==> config.mk <==
export PLATFORM = sky130hd
export DESIGN_NAME = eact_timer
export DESIGN_NICKNAME = d
export VERILOG_FILES = /design/src/eact_pkg.sv /design/src/eact_timer.sv
export SDC_FILE = /design/constraint.sdc
export NUM_CORES = 1
export LEC_CHECK = 0
export ABC_CLOCK_PERIOD_IN_PS = 3500
export BUFFER_PORTS_ARGS = -buffer_cell sky130_fd_sc_hd__buf_2
export CAP_MARGIN = 5
export CORE_MARGIN = 3
export CORE_UTILIZATION = 30
export CTS_CLUSTER_SIZE = 40
export DETAILED_ROUTE_END_ITERATION = 7
export RECOVER_POWER = 25
export SLEW_MARGIN = 20
export SYNTH_ARGS = -nofsm -noshare
export SYNTH_HDL_FRONTEND = slang
export SYNTH_SLANG_ARGS = --single-unit
==> constraint.sdc <==
create_clock -name ref_clk -period 3.5 [get_ports ref_clk]
set_input_delay 0.175 -clock ref_clk [delete_from_list [all_inputs] [get_ports ref_clk]]
set_output_delay 0.175 -clock ref_clk [all_outputs]
set_load 0.02 [all_outputs]
==> src/eact_pkg.sv <==
// Purpose: constants for the elapsed and countdown timer block
// Assumes: 50 MHz ref_clk, byte-wide registers reached by decoded serial accesses
// Notes:   counts derived from the 32768 Hz time base
// Functional notes
// - countdown steps at 1 Hz, or 32768 Hz when its fast-rate bit is set
// - countdown pause bit freezes the count while enabled; clearing resumes
// - countdown held at 0x3f while its enable bit is 0
// - writing 1 to countdown reload loads 0x3f when enabled; not stored
// - countdown stops at 0x00 and raises the countdown zero fault
// - elapsed timer steps at 1 Hz, or 32768 Hz when its fast-rate bit is set
// - elapsed pause bit holds the count while enabled; clearing resumes
// - elapsed timer held at 0x000000 while its enable bit is 0
// - writing 1 to elapsed clear zeroes the count when enabled; not stored
// - elapsed timer stops at 0xffffff and raises the overflow fault
// - full-shutdown 0: both wakes low keep always-on and elapsed timer alive
// - full-shutdown 1: both wakes low power everything down, elapsed disabled
// - control and power-mode writable bits reset to 0
// - countdown alarm raised at zero only when the alarm gate bit is 1
package eact_pkg;
	localparam logic [7:0]  ADDR_POWER_MODE  = 8'h48;
	localparam logic [7:0]  ADDR_TIMER_CTRL  = 8'h60;
	localparam logic [7:0]  ADDR_TIMER_STAT  = 8'h61;
	// timer_control field positions
	localparam int          CD_FAST_BIT      = 7;
	localparam int          CD_PAUSE_BIT     = 6;
	localparam int          CD_RELOAD_BIT    = 5;
	localparam int          CD_ON_BIT        = 4;
	localparam int          ET_FAST_BIT      = 3;
	localparam int          ET_PAUSE_BIT     = 2;
	localparam int          ET_CLEAR_BIT     = 1;
	localparam int          ET_ON_BIT        = 0;
	localparam logic [7:0]  CTRL_STORE_MASK  = 8'hdd;
	// timer_status field positions, then the power-mode full-shutdown bit
	localparam int          CD_RUN_BIT       = 7;
	localparam int          CD_GATE_BIT      = 4;
	localparam int          ET_RUN_BIT       = 3;
	localparam int          FULL_OFF_BIT     = 0;
	localparam logic [7:0]  CTRL_RESET       = 8'h00;
	localparam logic        PMODE_RESET      = 1'b0;
	// regulators are on out of reset, timer-only state is off
	localparam logic        PWR_ON_RESET     = 1'b1;
	localparam logic [5:0]  CD_FULL          = 6'h3f;
	localparam logic [5:0]  CD_EMPTY         = 6'h00;
	localparam logic [23:0] ET_ZERO          = 24'h00_0000;
	localparam logic [23:0] ET_FULL          = 24'hff_ffff;
	// time base: fractional accumulator, adds FAST_HZ each cycle modulo CLK_HZ
	localparam int          CLK_HZ           = 50_000_000;
	localparam int          FAST_HZ          = 32_768;
	localparam logic [25:0] ACC_STEP         = 26'(FAST_HZ);
	localparam logic [25:0] ACC_MOD          = 26'(CLK_HZ);
	localparam logic [14:0] PRE_LAST         = 15'(FAST_HZ - 1);
endpackage

==> src/eact_timer.sv <==
// Purpose: elapsed up-timer, countdown timer and wake-pin power-mode decision
// Assumes: register port is the decoded output of the serial interface
// Notes:   read data valid one cycle after reg_read
`timescale 1ns/1ps
module eact_timer (
	// clock and reset
	input  wire logic        ref_clk,
	input  wire logic        reset,
	// register port
	input  wire logic [7:0]  reg_addr,
	input  wire logic [7:0]  reg_wdata,
	input  wire logic        reg_write,
	input  wire logic        reg_read,
	output logic      [7:0]  reg_rdata,
	// wake pins
	input  wire logic        wake1_pin,
	input  wire logic        wake2_pin,
	// power outputs
	output logic             switching_regs_on,
	output logic             ldo_group_on,
	output logic             always_on_regulator_on,
	output logic             timer_only_state,
	// timer status
	output logic      [23:0] elapsed_count,
	output logic      [5:0]  countdown_count,
	output logic             elapsed_overflow_fault,
	output logic             countdown_zero_fault,
	output logic             countdown_alarm
);
	typedef struct packed {
		logic [1:0]  wake_meta;
		logic [1:0]  wake_sync;
		logic [25:0] acc;
		logic [14:0] pre;
		logic        fast_tick;
		logic        slow_tick;
		logic [7:0]  ctrl;
		logic        full_off;
		logic        gate;
		logic        asleep;
		logic [5:0]  cd;
		logic [23:0] et;
		logic        et_fault;
		logic        cd_fault;
		logic        alarm;
		logic [7:0]  rdata;
		// power outputs, registered in step with asleep
		logic        sw_on;
		logic        ldo_on;
		logic        aon_on;
		logic        tonly;
	} eact_state_t;

	eact_state_t st;
	eact_state_t next_st;

	function automatic logic hit(input logic [7:0] a, input logic [7:0] want);
		return a == want;
	endfunction

	logic wr_ctrl;
	logic wr_stat;
	logic wr_pmode;
	logic cd_en;
	logic et_en;
	logic cd_step;
	logic et_step;

	always_comb begin
		next_st = st;
		wr_ctrl = reg_write && hit(reg_addr, eact_pkg::ADDR_TIMER_CTRL);
		wr_stat = reg_write && hit(reg_addr, eact_pkg::ADDR_TIMER_STAT);
		wr_pmode = reg_write && hit(reg_addr, eact_pkg::ADDR_POWER_MODE);
		// wake pins through two flops
		next_st.wake_meta = {wake2_pin, wake1_pin};
		next_st.wake_sync = st.wake_meta;
		// 32768 Hz strobe, then 15-bit prescaler to 1 Hz
		next_st.fast_tick = 1'b0;
		next_st.slow_tick = 1'b0;
		if (st.acc + eact_pkg::ACC_STEP >= eact_pkg::ACC_MOD) begin
			next_st.acc = st.acc + eact_pkg::ACC_STEP - eact_pkg::ACC_MOD;
			next_st.fast_tick = 1'b1;
			next_st.pre = (st.pre == eact_pkg::PRE_LAST) ? 15'h0000 : st.pre + 15'h0001;
			next_st.slow_tick = (st.pre == eact_pkg::PRE_LAST);
		end else begin
			next_st.acc = st.acc + eact_pkg::ACC_STEP;
		end
		// register writes; one-shot bits never stored
		if (wr_ctrl) begin
			next_st.ctrl = reg_wdata & eact_pkg::CTRL_STORE_MASK;
		end
		if (wr_stat) begin
			next_st.gate = reg_wdata[eact_pkg::CD_GATE_BIT];
		end
		if (wr_pmode) begin
			next_st.full_off = reg_wdata[eact_pkg::FULL_OFF_BIT];
		end
		// both wakes low enters low-power state, any wake high leaves it
		next_st.asleep = (st.wake_sync == 2'b00);
		// outputs follow the next state so they change on the same edge as asleep
		next_st.sw_on = !next_st.asleep;
		next_st.ldo_on = !next_st.asleep;
		next_st.aon_on = !(next_st.asleep && next_st.full_off);
		next_st.tonly = next_st.asleep && !next_st.full_off;
		cd_en = st.ctrl[eact_pkg::CD_ON_BIT];
		et_en = st.ctrl[eact_pkg::ET_ON_BIT] && !(st.asleep && st.full_off);
		cd_step = st.ctrl[eact_pkg::CD_FAST_BIT] ? st.fast_tick : st.slow_tick;
		et_step = st.ctrl[eact_pkg::ET_FAST_BIT] ? st.fast_tick : st.slow_tick;
		// countdown
		if (!cd_en) begin
			next_st.cd = eact_pkg::CD_FULL;
		end else if (wr_ctrl && reg_wdata[eact_pkg::CD_RELOAD_BIT]) begin
			next_st.cd = eact_pkg::CD_FULL;
		end else if (cd_step && !st.ctrl[eact_pkg::CD_PAUSE_BIT]
				&& st.cd != eact_pkg::CD_EMPTY) begin
			next_st.cd = st.cd - 6'h01;
		end
		// elapsed timer
		if (!et_en) begin
			next_st.et = eact_pkg::ET_ZERO;
		end else if (wr_ctrl && reg_wdata[eact_pkg::ET_CLEAR_BIT]) begin
			next_st.et = eact_pkg::ET_ZERO;
		end else if (et_step && !st.ctrl[eact_pkg::ET_PAUSE_BIT]
				&& st.et != eact_pkg::ET_FULL) begin
			next_st.et = st.et + 24'h00_0001;
		end
		next_st.cd_fault = cd_en && st.cd == eact_pkg::CD_EMPTY;
		next_st.et_fault = et_en && st.et == eact_pkg::ET_FULL;
		next_st.alarm = cd_en && st.cd == eact_pkg::CD_EMPTY && st.gate;
		// read path
		next_st.rdata = 8'h00;
		if (reg_read) begin
			if (hit(reg_addr, eact_pkg::ADDR_TIMER_CTRL)) begin
				next_st.rdata = st.ctrl;
			end else if (hit(reg_addr, eact_pkg::ADDR_POWER_MODE)) begin
				next_st.rdata[eact_pkg::FULL_OFF_BIT] = st.full_off;
			end else if (hit(reg_addr, eact_pkg::ADDR_TIMER_STAT)) begin
				next_st.rdata[eact_pkg::CD_RUN_BIT] = cd_en && !st.ctrl[eact_pkg::CD_PAUSE_BIT]
					&& st.cd != eact_pkg::CD_EMPTY;
				next_st.rdata[eact_pkg::CD_GATE_BIT] = st.gate;
				next_st.rdata[eact_pkg::ET_RUN_BIT] = et_en && !st.ctrl[eact_pkg::ET_PAUSE_BIT]
					&& st.et != eact_pkg::ET_FULL;
			end
		end
	end

	always_ff @(posedge ref_clk) begin
		if (reset) begin
			st <= '0;
			st.ctrl <= eact_pkg::CTRL_RESET;
			st.full_off <= eact_pkg::PMODE_RESET;
			st.cd <= eact_pkg::CD_FULL;
			st.sw_on <= eact_pkg::PWR_ON_RESET;
			st.ldo_on <= eact_pkg::PWR_ON_RESET;
			st.aon_on <= eact_pkg::PWR_ON_RESET;
		end else begin
			st <= next_st;
		end
	end

	assign reg_rdata              = st.rdata;
	assign switching_regs_on      = st.sw_on;
	assign ldo_group_on           = st.ldo_on;
	assign always_on_regulator_on = st.aon_on;
	assign timer_only_state       = st.tonly;
	assign elapsed_count          = st.et;
	assign countdown_count        = st.cd;
	assign elapsed_overflow_fault = st.et_fault;
	assign countdown_zero_fault   = st.cd_fault;
	assign countdown_alarm        = st.alarm;
endmodule // eact_timer
Yosys cells after proc, flatten, opt, wreduce, memory -nomap -nowiden --
Index checks and enable logic that the tools add are counted.
Storage, ports and cells: register bits after elaboration 98, latch bits 0, RAM bits 0, memory bits (read-only) 0, input bits 22, output and inout bits 45, word-level logic and storage cells 85, memories kept 0
Operators by class: add/sub/neg operators 5, multiply operators 0, divide/modulo/power cells 0, magnitude comparators 1, eq/ne operators 6, shift operators 0, multiplexer cells 14, bitwise logic cells 5, reductions and logical operators 34
Operators by type and width (number):
- adder 26 x 16 -> 26 bit (second input constant) | 1
- greater-or-equal comparator 26 bit (second input constant) | 1
- 2-to-1 mux 26 bit | 1
- subtractor 26 bit (second input constant) | 1
- adder 24 x 1 -> 24 bit (second input constant) | 1
- == test 24 bit (second input constant) | 1
- == test 8 x 7 -> 1 bit (second input constant) | 3
- != test 24 bit (second input constant) | 1
- logical AND 1 bit | 20
- adder 15 x 1 -> 15 bit (second input constant) | 1
- == test 15 bit (second input constant) | 1
- 2-to-1 mux 15 bit | 1
- OR reduction 3 bit | 3
- 2-to-1 mux 1 bit | 8
- 2-to-1 mux 2 bit | 4
- zero test 1 bit | 6
- zero test 6 bit | 1
- nonzero test 6 bit | 1
- subtractor 6 x 1 -> 6 bit (second input constant) | 1
- inverter 1 bit | 5
- OR reduction 2 bit | 2
- zero test 2 bit | 1

Longest topological paths before layout --
Gate-level depths: netlist (run 1).
depth after elaboration 8, depth in mapped cells 12, mapped depth without buffers 9

Worst setup path before layout (run 1) --
Ideal clock, no wire load.
kind register to register, from register st[89] (netlist bit), to register st[70] (netlist bit), library setup time 0.070 ns, arrival 2.557 ns, slack 0.872 ns, cell stages (with the launch flop) 12, path buffers 3, cells stage by stage dfxtp_1 > ha_1 > buf_4 > xnor2_1 > a2111o_1 > and3_1 > buf_6 > a2111oi_4 > buf_4 > o211ai_1 > or3_1 > a21oi_1
On the way: longest elaborated chain between the ends 2
RTL lines:
- from (decl) | RTL line eact_timer.sv:54 | eact_state_t st;
- from (signal assigned) | RTL line eact_timer.sv:157 | st <= next_st;
- adder 26 x 16 -> 26 bit | RTL line eact_timer.sv:80 | if (st.acc + eact_pkg::ACC_STEP >= eact_pkg::ACC_MOD) begin
- greater-or-equal comparator 26 bit | RTL line eact_timer.sv:80
Every way passes these cells. A chain may end at the register's enable or synchronous reset.

Worst setup path in the final report (run 1) --
from register st[88] (netlist bit), to register st[71] (netlist bit)
Same word-level chain as after synthesis.

==> results.yml, run 1 <==
outcome:
  outcome: "finished with violations"
  violations: "capacitance limit, slew limit"
placement:
  place_inst: 723
  place_ws_ps: 417
  dp_hpwl_um: 6770
  gp_congestion: 0.773
  port_buffers: 64
die:
  core.rowCount: 44
  initial_core_util_pct: 30.9
  ios: 67
  dieArea_sq_um: 16700
  die_h_um: 129
  die-width_um: 129
  core_sq_um: 14700
timing:
  setup-violations-final: 0
  hold_violations: 0
  slew_viol_final: 47
  fmax_mhz: 322
  skew_ps: 7.92
  slew_headroom_pct: -39.3
  rsz0062_at_grt: "false"
  period_needed_ps: 3110
  setup_ws_ps: 394
  timing_worst_slew_pin_value_ps: 2090
  setup_tns_ps: 0
  post-route-period-util_pct: 88.8
yosys:
  netlist_instances: 531
  synth.avg_cell_area_sq_um: 8.57
  async_flop_share_pct: 0
  netlist.area_leader.share_pct: 40.0
  ys.flop_type: "dfxtp_1"
  synth_edf_count: 0
  ys_seq_area_share_pct: 40.0
  synth_cell_types: 58
  synth-warning-count: 0
  netlist_top_cells_area: "dfxtp_1 40%, buf_4 6.9%, nor2_1 6.0%"
  synth_area_sq_um: 4550
  synth_seq_cells: 91
  netlist.top_cell.by_area: "dfxtp_1"
grt:
  grt_pass1_vias: 3301
  antenna_found_initial: 0
  grt_max_degree: 47
  track_usage_pct: 11.3
  grt_overflow: 0
  grt_pass1_wl_um: 15500
clock_tree:
  cts_root_buf: "clkbuf_16"
  cts.sinks: 91
  cts_setup_buffers: 0
  htree_levels: 3
  cts_hold_buf: 0
  cts_buffer_depth: 2
  cts_tree: "done"
  cts.clk_slew.worst_paths_ps: 60
  insertion_delay_ps: 340
  cts_resized: 0
  numCtsBuffers: 9
final_layout:
  nNetsFinal: 579
  layout.area.seq_sq_um: 1820
  fin_cells: 738
  area_delta_synth_final_pct: 10.1
  final_common_cell: "dfxtp_1"
  n_antenna_cell: 0
  final_cell_mix: "91 x dfxtp_1, 73 x nor2_1, 40 x nand2_1, 39 x buf_2, 30 x xor2_1"
  fin_util_pct: 34.1
  drive_gt1_share_pct: 11.2
  multi_input_area_sq_um: 2290
  fill_cells: 1520
run:
  maxCapViolations: 1
setup_path:
  startpoint_type: "flop"
  reg2reg_to: "st[71]$_SDFFE_PP0P_"
  reg2reg_slack_ps: 390
  cp.arrival_ps: 3340
  crit_path_cell_trace: "ha_1, xnor2_1, a2111o_1, and3_1, a2111oi_4, o21ai_2, o21bai_1, o21ba_1"
  path_max_fanout: 15
  reg2reg_depth: 8
  crit_path_start: "st[88]$_SDFF_PP0_"
  reg2reg_from: "st[88]$_SDFF_PP0_"
  critPathCapture: "st[71]$_SDFFE_PP0P_"
  cp_data_required_time_ps: 3740
  cpPeakStageDelay_ps: 550
  crit_type: "flop to flop"
  cp_slowest_cell: "o21bai_1"
  critPathCaptureType: "flop"
hold_path:
  hold_class: "input port to flop"
power_and_ir_drop:
  powerDensity_nw_per_um2: 424
  leakage_uw: 0.00176
  ir_drop_mv: 0.291
  totalPowerFinal_uw: 2130
drt:
  viasPerCell: 4.88
  vias: 3603
  routedWlPerCell_um: 12.9
  antenna_left: 0
  dr.pass1.iters: 4
  drc_errors: 0
  drtIter0Drc: 241
  drt-total-wl_um: 9520
==> how the worst min path moves through the flow <==
stage	endpoint	from	slack [ps]	cells past startpoint
3_5_place_dp	next_st[99]$_SDFF_PP0_	wake1_pin	400	2
4_1_cts	next_st[99]$_SDFF_PP0_	wake1_pin	50	2
5_1_grt	next_st[99]$_SDFF_PP0_	wake1_pin	60	2
6_report	next_st[99]$_SDFF_PP0_	wake1_pin	60	2
2_1_floorplan	next_st[100]$_SDFF_PP0_	wake2_pin	300	1
3_3_place_gp	next_st[99]$_SDFF_PP0_	wake1_pin	400	2
==> worst max-delay path: cells and delay by family, from the launching register on <==
family                   cells  cell delay [ps]
AND/OR/NAND/NOR              1              230
flip-flops                   1              480
AO/OA/AOI/OAI                5             1790
adder cells (fa/ha/maj)      1              350
XOR/XNOR                     1              150
==> final cells by class <==
cell class / instances / share of cell area [%]
tap: 184 / 4.60
multi-input combinational: 369 / 45.8
clock inverter: 5 / 1.57
timing repair buffer: 68 / 6.30
clock buffer: 10 / 4.57
inverter: 11 / 0.824
sequential: 91 / 36.4
==> flip-flops by register name (all words and copies together), names as in the netlist <==
register                flops
timer_only_state            1
ldo_group_on                1
countdown_zero_fault        1
reg_rdata                   6
elapsed_overflow_fault      1
next_st                     2
st                         46
countdown_alarm             1
elapsed_count              24
cd_en                       1
countdown_count             6
always_on_regulator_on      1
==> Yosys cell counts, drive strengths merged, types with 5 or more instances <==
cell	number
buf	46
nor3	16
o21ai	10
nand2b	5
xor2	30
and3	12
nand2	40
clkbuf	15
a21oi	17
or3	7
xnor2	27
and2	7
nand4	14
nand3	27
o211ai	14
nor2	73
inv	11
dfxtp	91
ha	7
and4	6
==> power breakdown <==
part           switching, uW  internal [uW]  total (uW)
Sequential              7.00           1040        1050
Combinational           40.6           23.1        63.7
Clock                    391            620        1010
Total                    439           1690        2130
==> logic make-up (layout without fill, tap and decap cells) <==
| kind of cell | Yosys count | in the layout | synth area share, % |
|---|---|---|---|
| simple gates | 224 | 224 | 24.2 |
| buf+inv | 72 | 94 | 9.65 |
| other cells | 1 | 2 | 0.0824 |
| mux | 5 | 5 | 1.13 |
| fa+ha+maj | 7 | 7 | 1.93 |
| compound gates | 74 | 74 | 11.8 |
| xor+xnor | 57 | 57 | 11.1 |
| flops | 91 | 91 | 40.0 |
==> metrics by stage <==
stage               hold WS (ps)  instance area [sq um]
finish                      56.7                   5010
global route                55.5                   5010
CTS                         45.3                   5040
detailed placement           398                   4740
global placement             402                   4740
floorplan                    303                   4550
==> routing by layer <==
layer | part of all wire [%] | vias to the layer above | global-route usage, % | routed length, um
met4 | 1.2 | 0 | 2.90 | 117
met5 | 0 | - | 0 | 0
li1 | - | 1833 | - | -
met1 | 48 | 1678 | 14.8 | 4570
met3 | 5.1 | 9 | 3.09 | 482
met2 | 46 | 83 | 18.4 | 4350
No activity file was read; power rests on OpenSTA's default activity.
==> run 2, diff against run 1 <==
--- a/config.mk
+++ b/config.mk
@@ -12,6 +12,7 @@
 export CORE_UTILIZATION = 30
 export CTS_CLUSTER_SIZE = 40
 export DETAILED_ROUTE_END_ITERATION = 7
+export MAX_ROUTING_LAYER = met4
 export RECOVER_POWER = 25
 export SLEW_MARGIN = 20
 export SYNTH_ARGS = -nofsm -noshare
==> results.yml, run 2 (synthesis results as in run 1) <==
outcome:
  outcome: "finished with violations"
  violations: "capacitance limit, slew limit"
setup_path:
  cp.arrival_ps: 3240
  startpoint_type: "flop"
  cp_data_required_time_ps: 3620
  critPathCaptureType: "flop"
  path_max_fanout: 20
  crit_type: "flop to flop"
final_layout:
  fin_util_pct: 34.1
  area_delta_synth_final_pct: 10.1
  drive_gt1_share_pct: 11.2
  largest_reg_flops: 46
  n_antenna_cell: 0
  final_cell_mix: "91 x dfxtp_1, 73 x nor2_1, 40 x nand2_1, 39 x buf_2, 30 x xor2_1"
  nNetsFinal: 579
  final_common_cell: "dfxtp_1"
  top_register: "st"
placement:
  gp_congestion: 0.783
  port_buffers: 64
  place_ws_ps: 417
  dp_hpwl_um: 6770
drt:
  viasPerCell: 4.88
  antenna_left: 0
  drt-total-wl_um: 9530
  vias: 3603
  dr.pass1.iters: 4
  drtIter0Drc: 253
  drc_errors: 0
  routedWlPerCell_um: 12.9
timing:
  post-route-period-util_pct: 88.9
  slew_headroom_pct: -39.3
  setup_ws_ps: 387
  rsz0062_at_grt: "false"
  period_needed_ps: 3110
  setup_tns_ps: 0
  hold_violations: 0
  holdWs_ps: 56.0
  fmax_mhz: 321
  skew_ps: 8.24
  slew_viol_final: 47
  timing_worst_slew_pin_value_ps: 2090
  setup-violations-final: 0
grt:
  grt_pass1_wl_um: 15500
  grt_max_degree: 47
  grt_overflow: 0
  antenna_found_initial: 0
  track_usage_pct: 11.6
  grt_pass1_vias: 3292
clock_tree:
  cts_resized: 0
  cts_setup_buffers: 0
  cts_tree: "done"
  cts.clk_slew.worst_paths_ps: 60
  htree_levels: 3
  cts_hold_buf: 0
  insertion_delay_ps: 340
  cts_root_buf: "clkbuf_16"
  cts.sinks: 91
  numCtsBuffers: 9
  cts_buffer_depth: 2
die:
  ios: 67
  dieArea_sq_um: 16700
  core_sq_um: 14700
  die_h_um: 129
  die-width_um: 129
  initial_core_util_pct: 30.9
  core.rowCount: 44
hold_path:
  hold_class: "input port to flop"
power_and_ir_drop:
  powerDensity_nw_per_um2: 425
  leakage_uw: 0.00176
  ir_drop_mv: 0.291
run:
  maxCapViolations: 1
-- run 2: cell counts in the layout (fill, tap and decap cells not counted) --
Identical to the previous run, type by type.
-- run 2: area by class of cell --
| class | instances | area [sq um] |
|---|---|---|
| flip-flops and latches | 91 | 1820 |
| repair buffers | 68 | 315 |
| clock inverters | 5 | 78.8 |
| inverters | 11 | 41.3 |
| fillers | 1520 | 9690 |
| well taps | 184 | 230 |
| multi-input cells | 369 | 2290 |
| clock buffers | 10 | 229 |
-- run 2: stage by stage --
stage               area [sq um]  instances  total power [uW]
floorplan                   4550        532              1120
global placement            4740        723              1140
detailed placement          4740        723              1140
CTS                         5040        738              2150
global route                5010        738              2220
finish                      5010        738              2130
-- run 2: worst paths after layout --
path                          start                      end  slack [ps]  cells after the start
setup / recovery  st[88]$_SDFF_PP0_        st[96]$_SDFF_PP0_         390                      9
hold / removal            wake1_pin   next_st[99]$_SDFF_PP0_          60                      2
setup reg to reg  st[88]$_SDFF_PP0_        st[96]$_SDFF_PP0_         390                      9
hold reg to reg   st[99]$_SDFF_PP0_  ldo_group_on$_SDFF_PP1_         440                      1
-- run 2: metal layers --
layer / track usage [%] / up-vias / wire length [um] / part of all wire [%]
li1: - / 1837 / - / -
met5: - / - / 0 / 0
met2: 18.5 / 64 / 4360 / 46
met1: 14.7 / 1693 / 4680 / 49
met4: 2.90 / 0 / 106 / 1.1
met3: 3.09 / 9 / 388 / 4.1
-- run 2: worst max-delay path: stages, from the launching register on --
cell	delay, ps
dfxtp_1	480
ha_1	350
xnor2_1	150
a2111o_1	350
and3_1	230
a2111oi_4	420
buf_4	320
o21a_1	330
a31o_2	210
a21oi_1	60
-- run 2: where the power goes --
| group | internal, uW | switching, uW |
|---|---|---|
| logic | 23.1 | 40.6 |
| registers | 1040 | 6.96 |
| clock network | 620 | 392 |
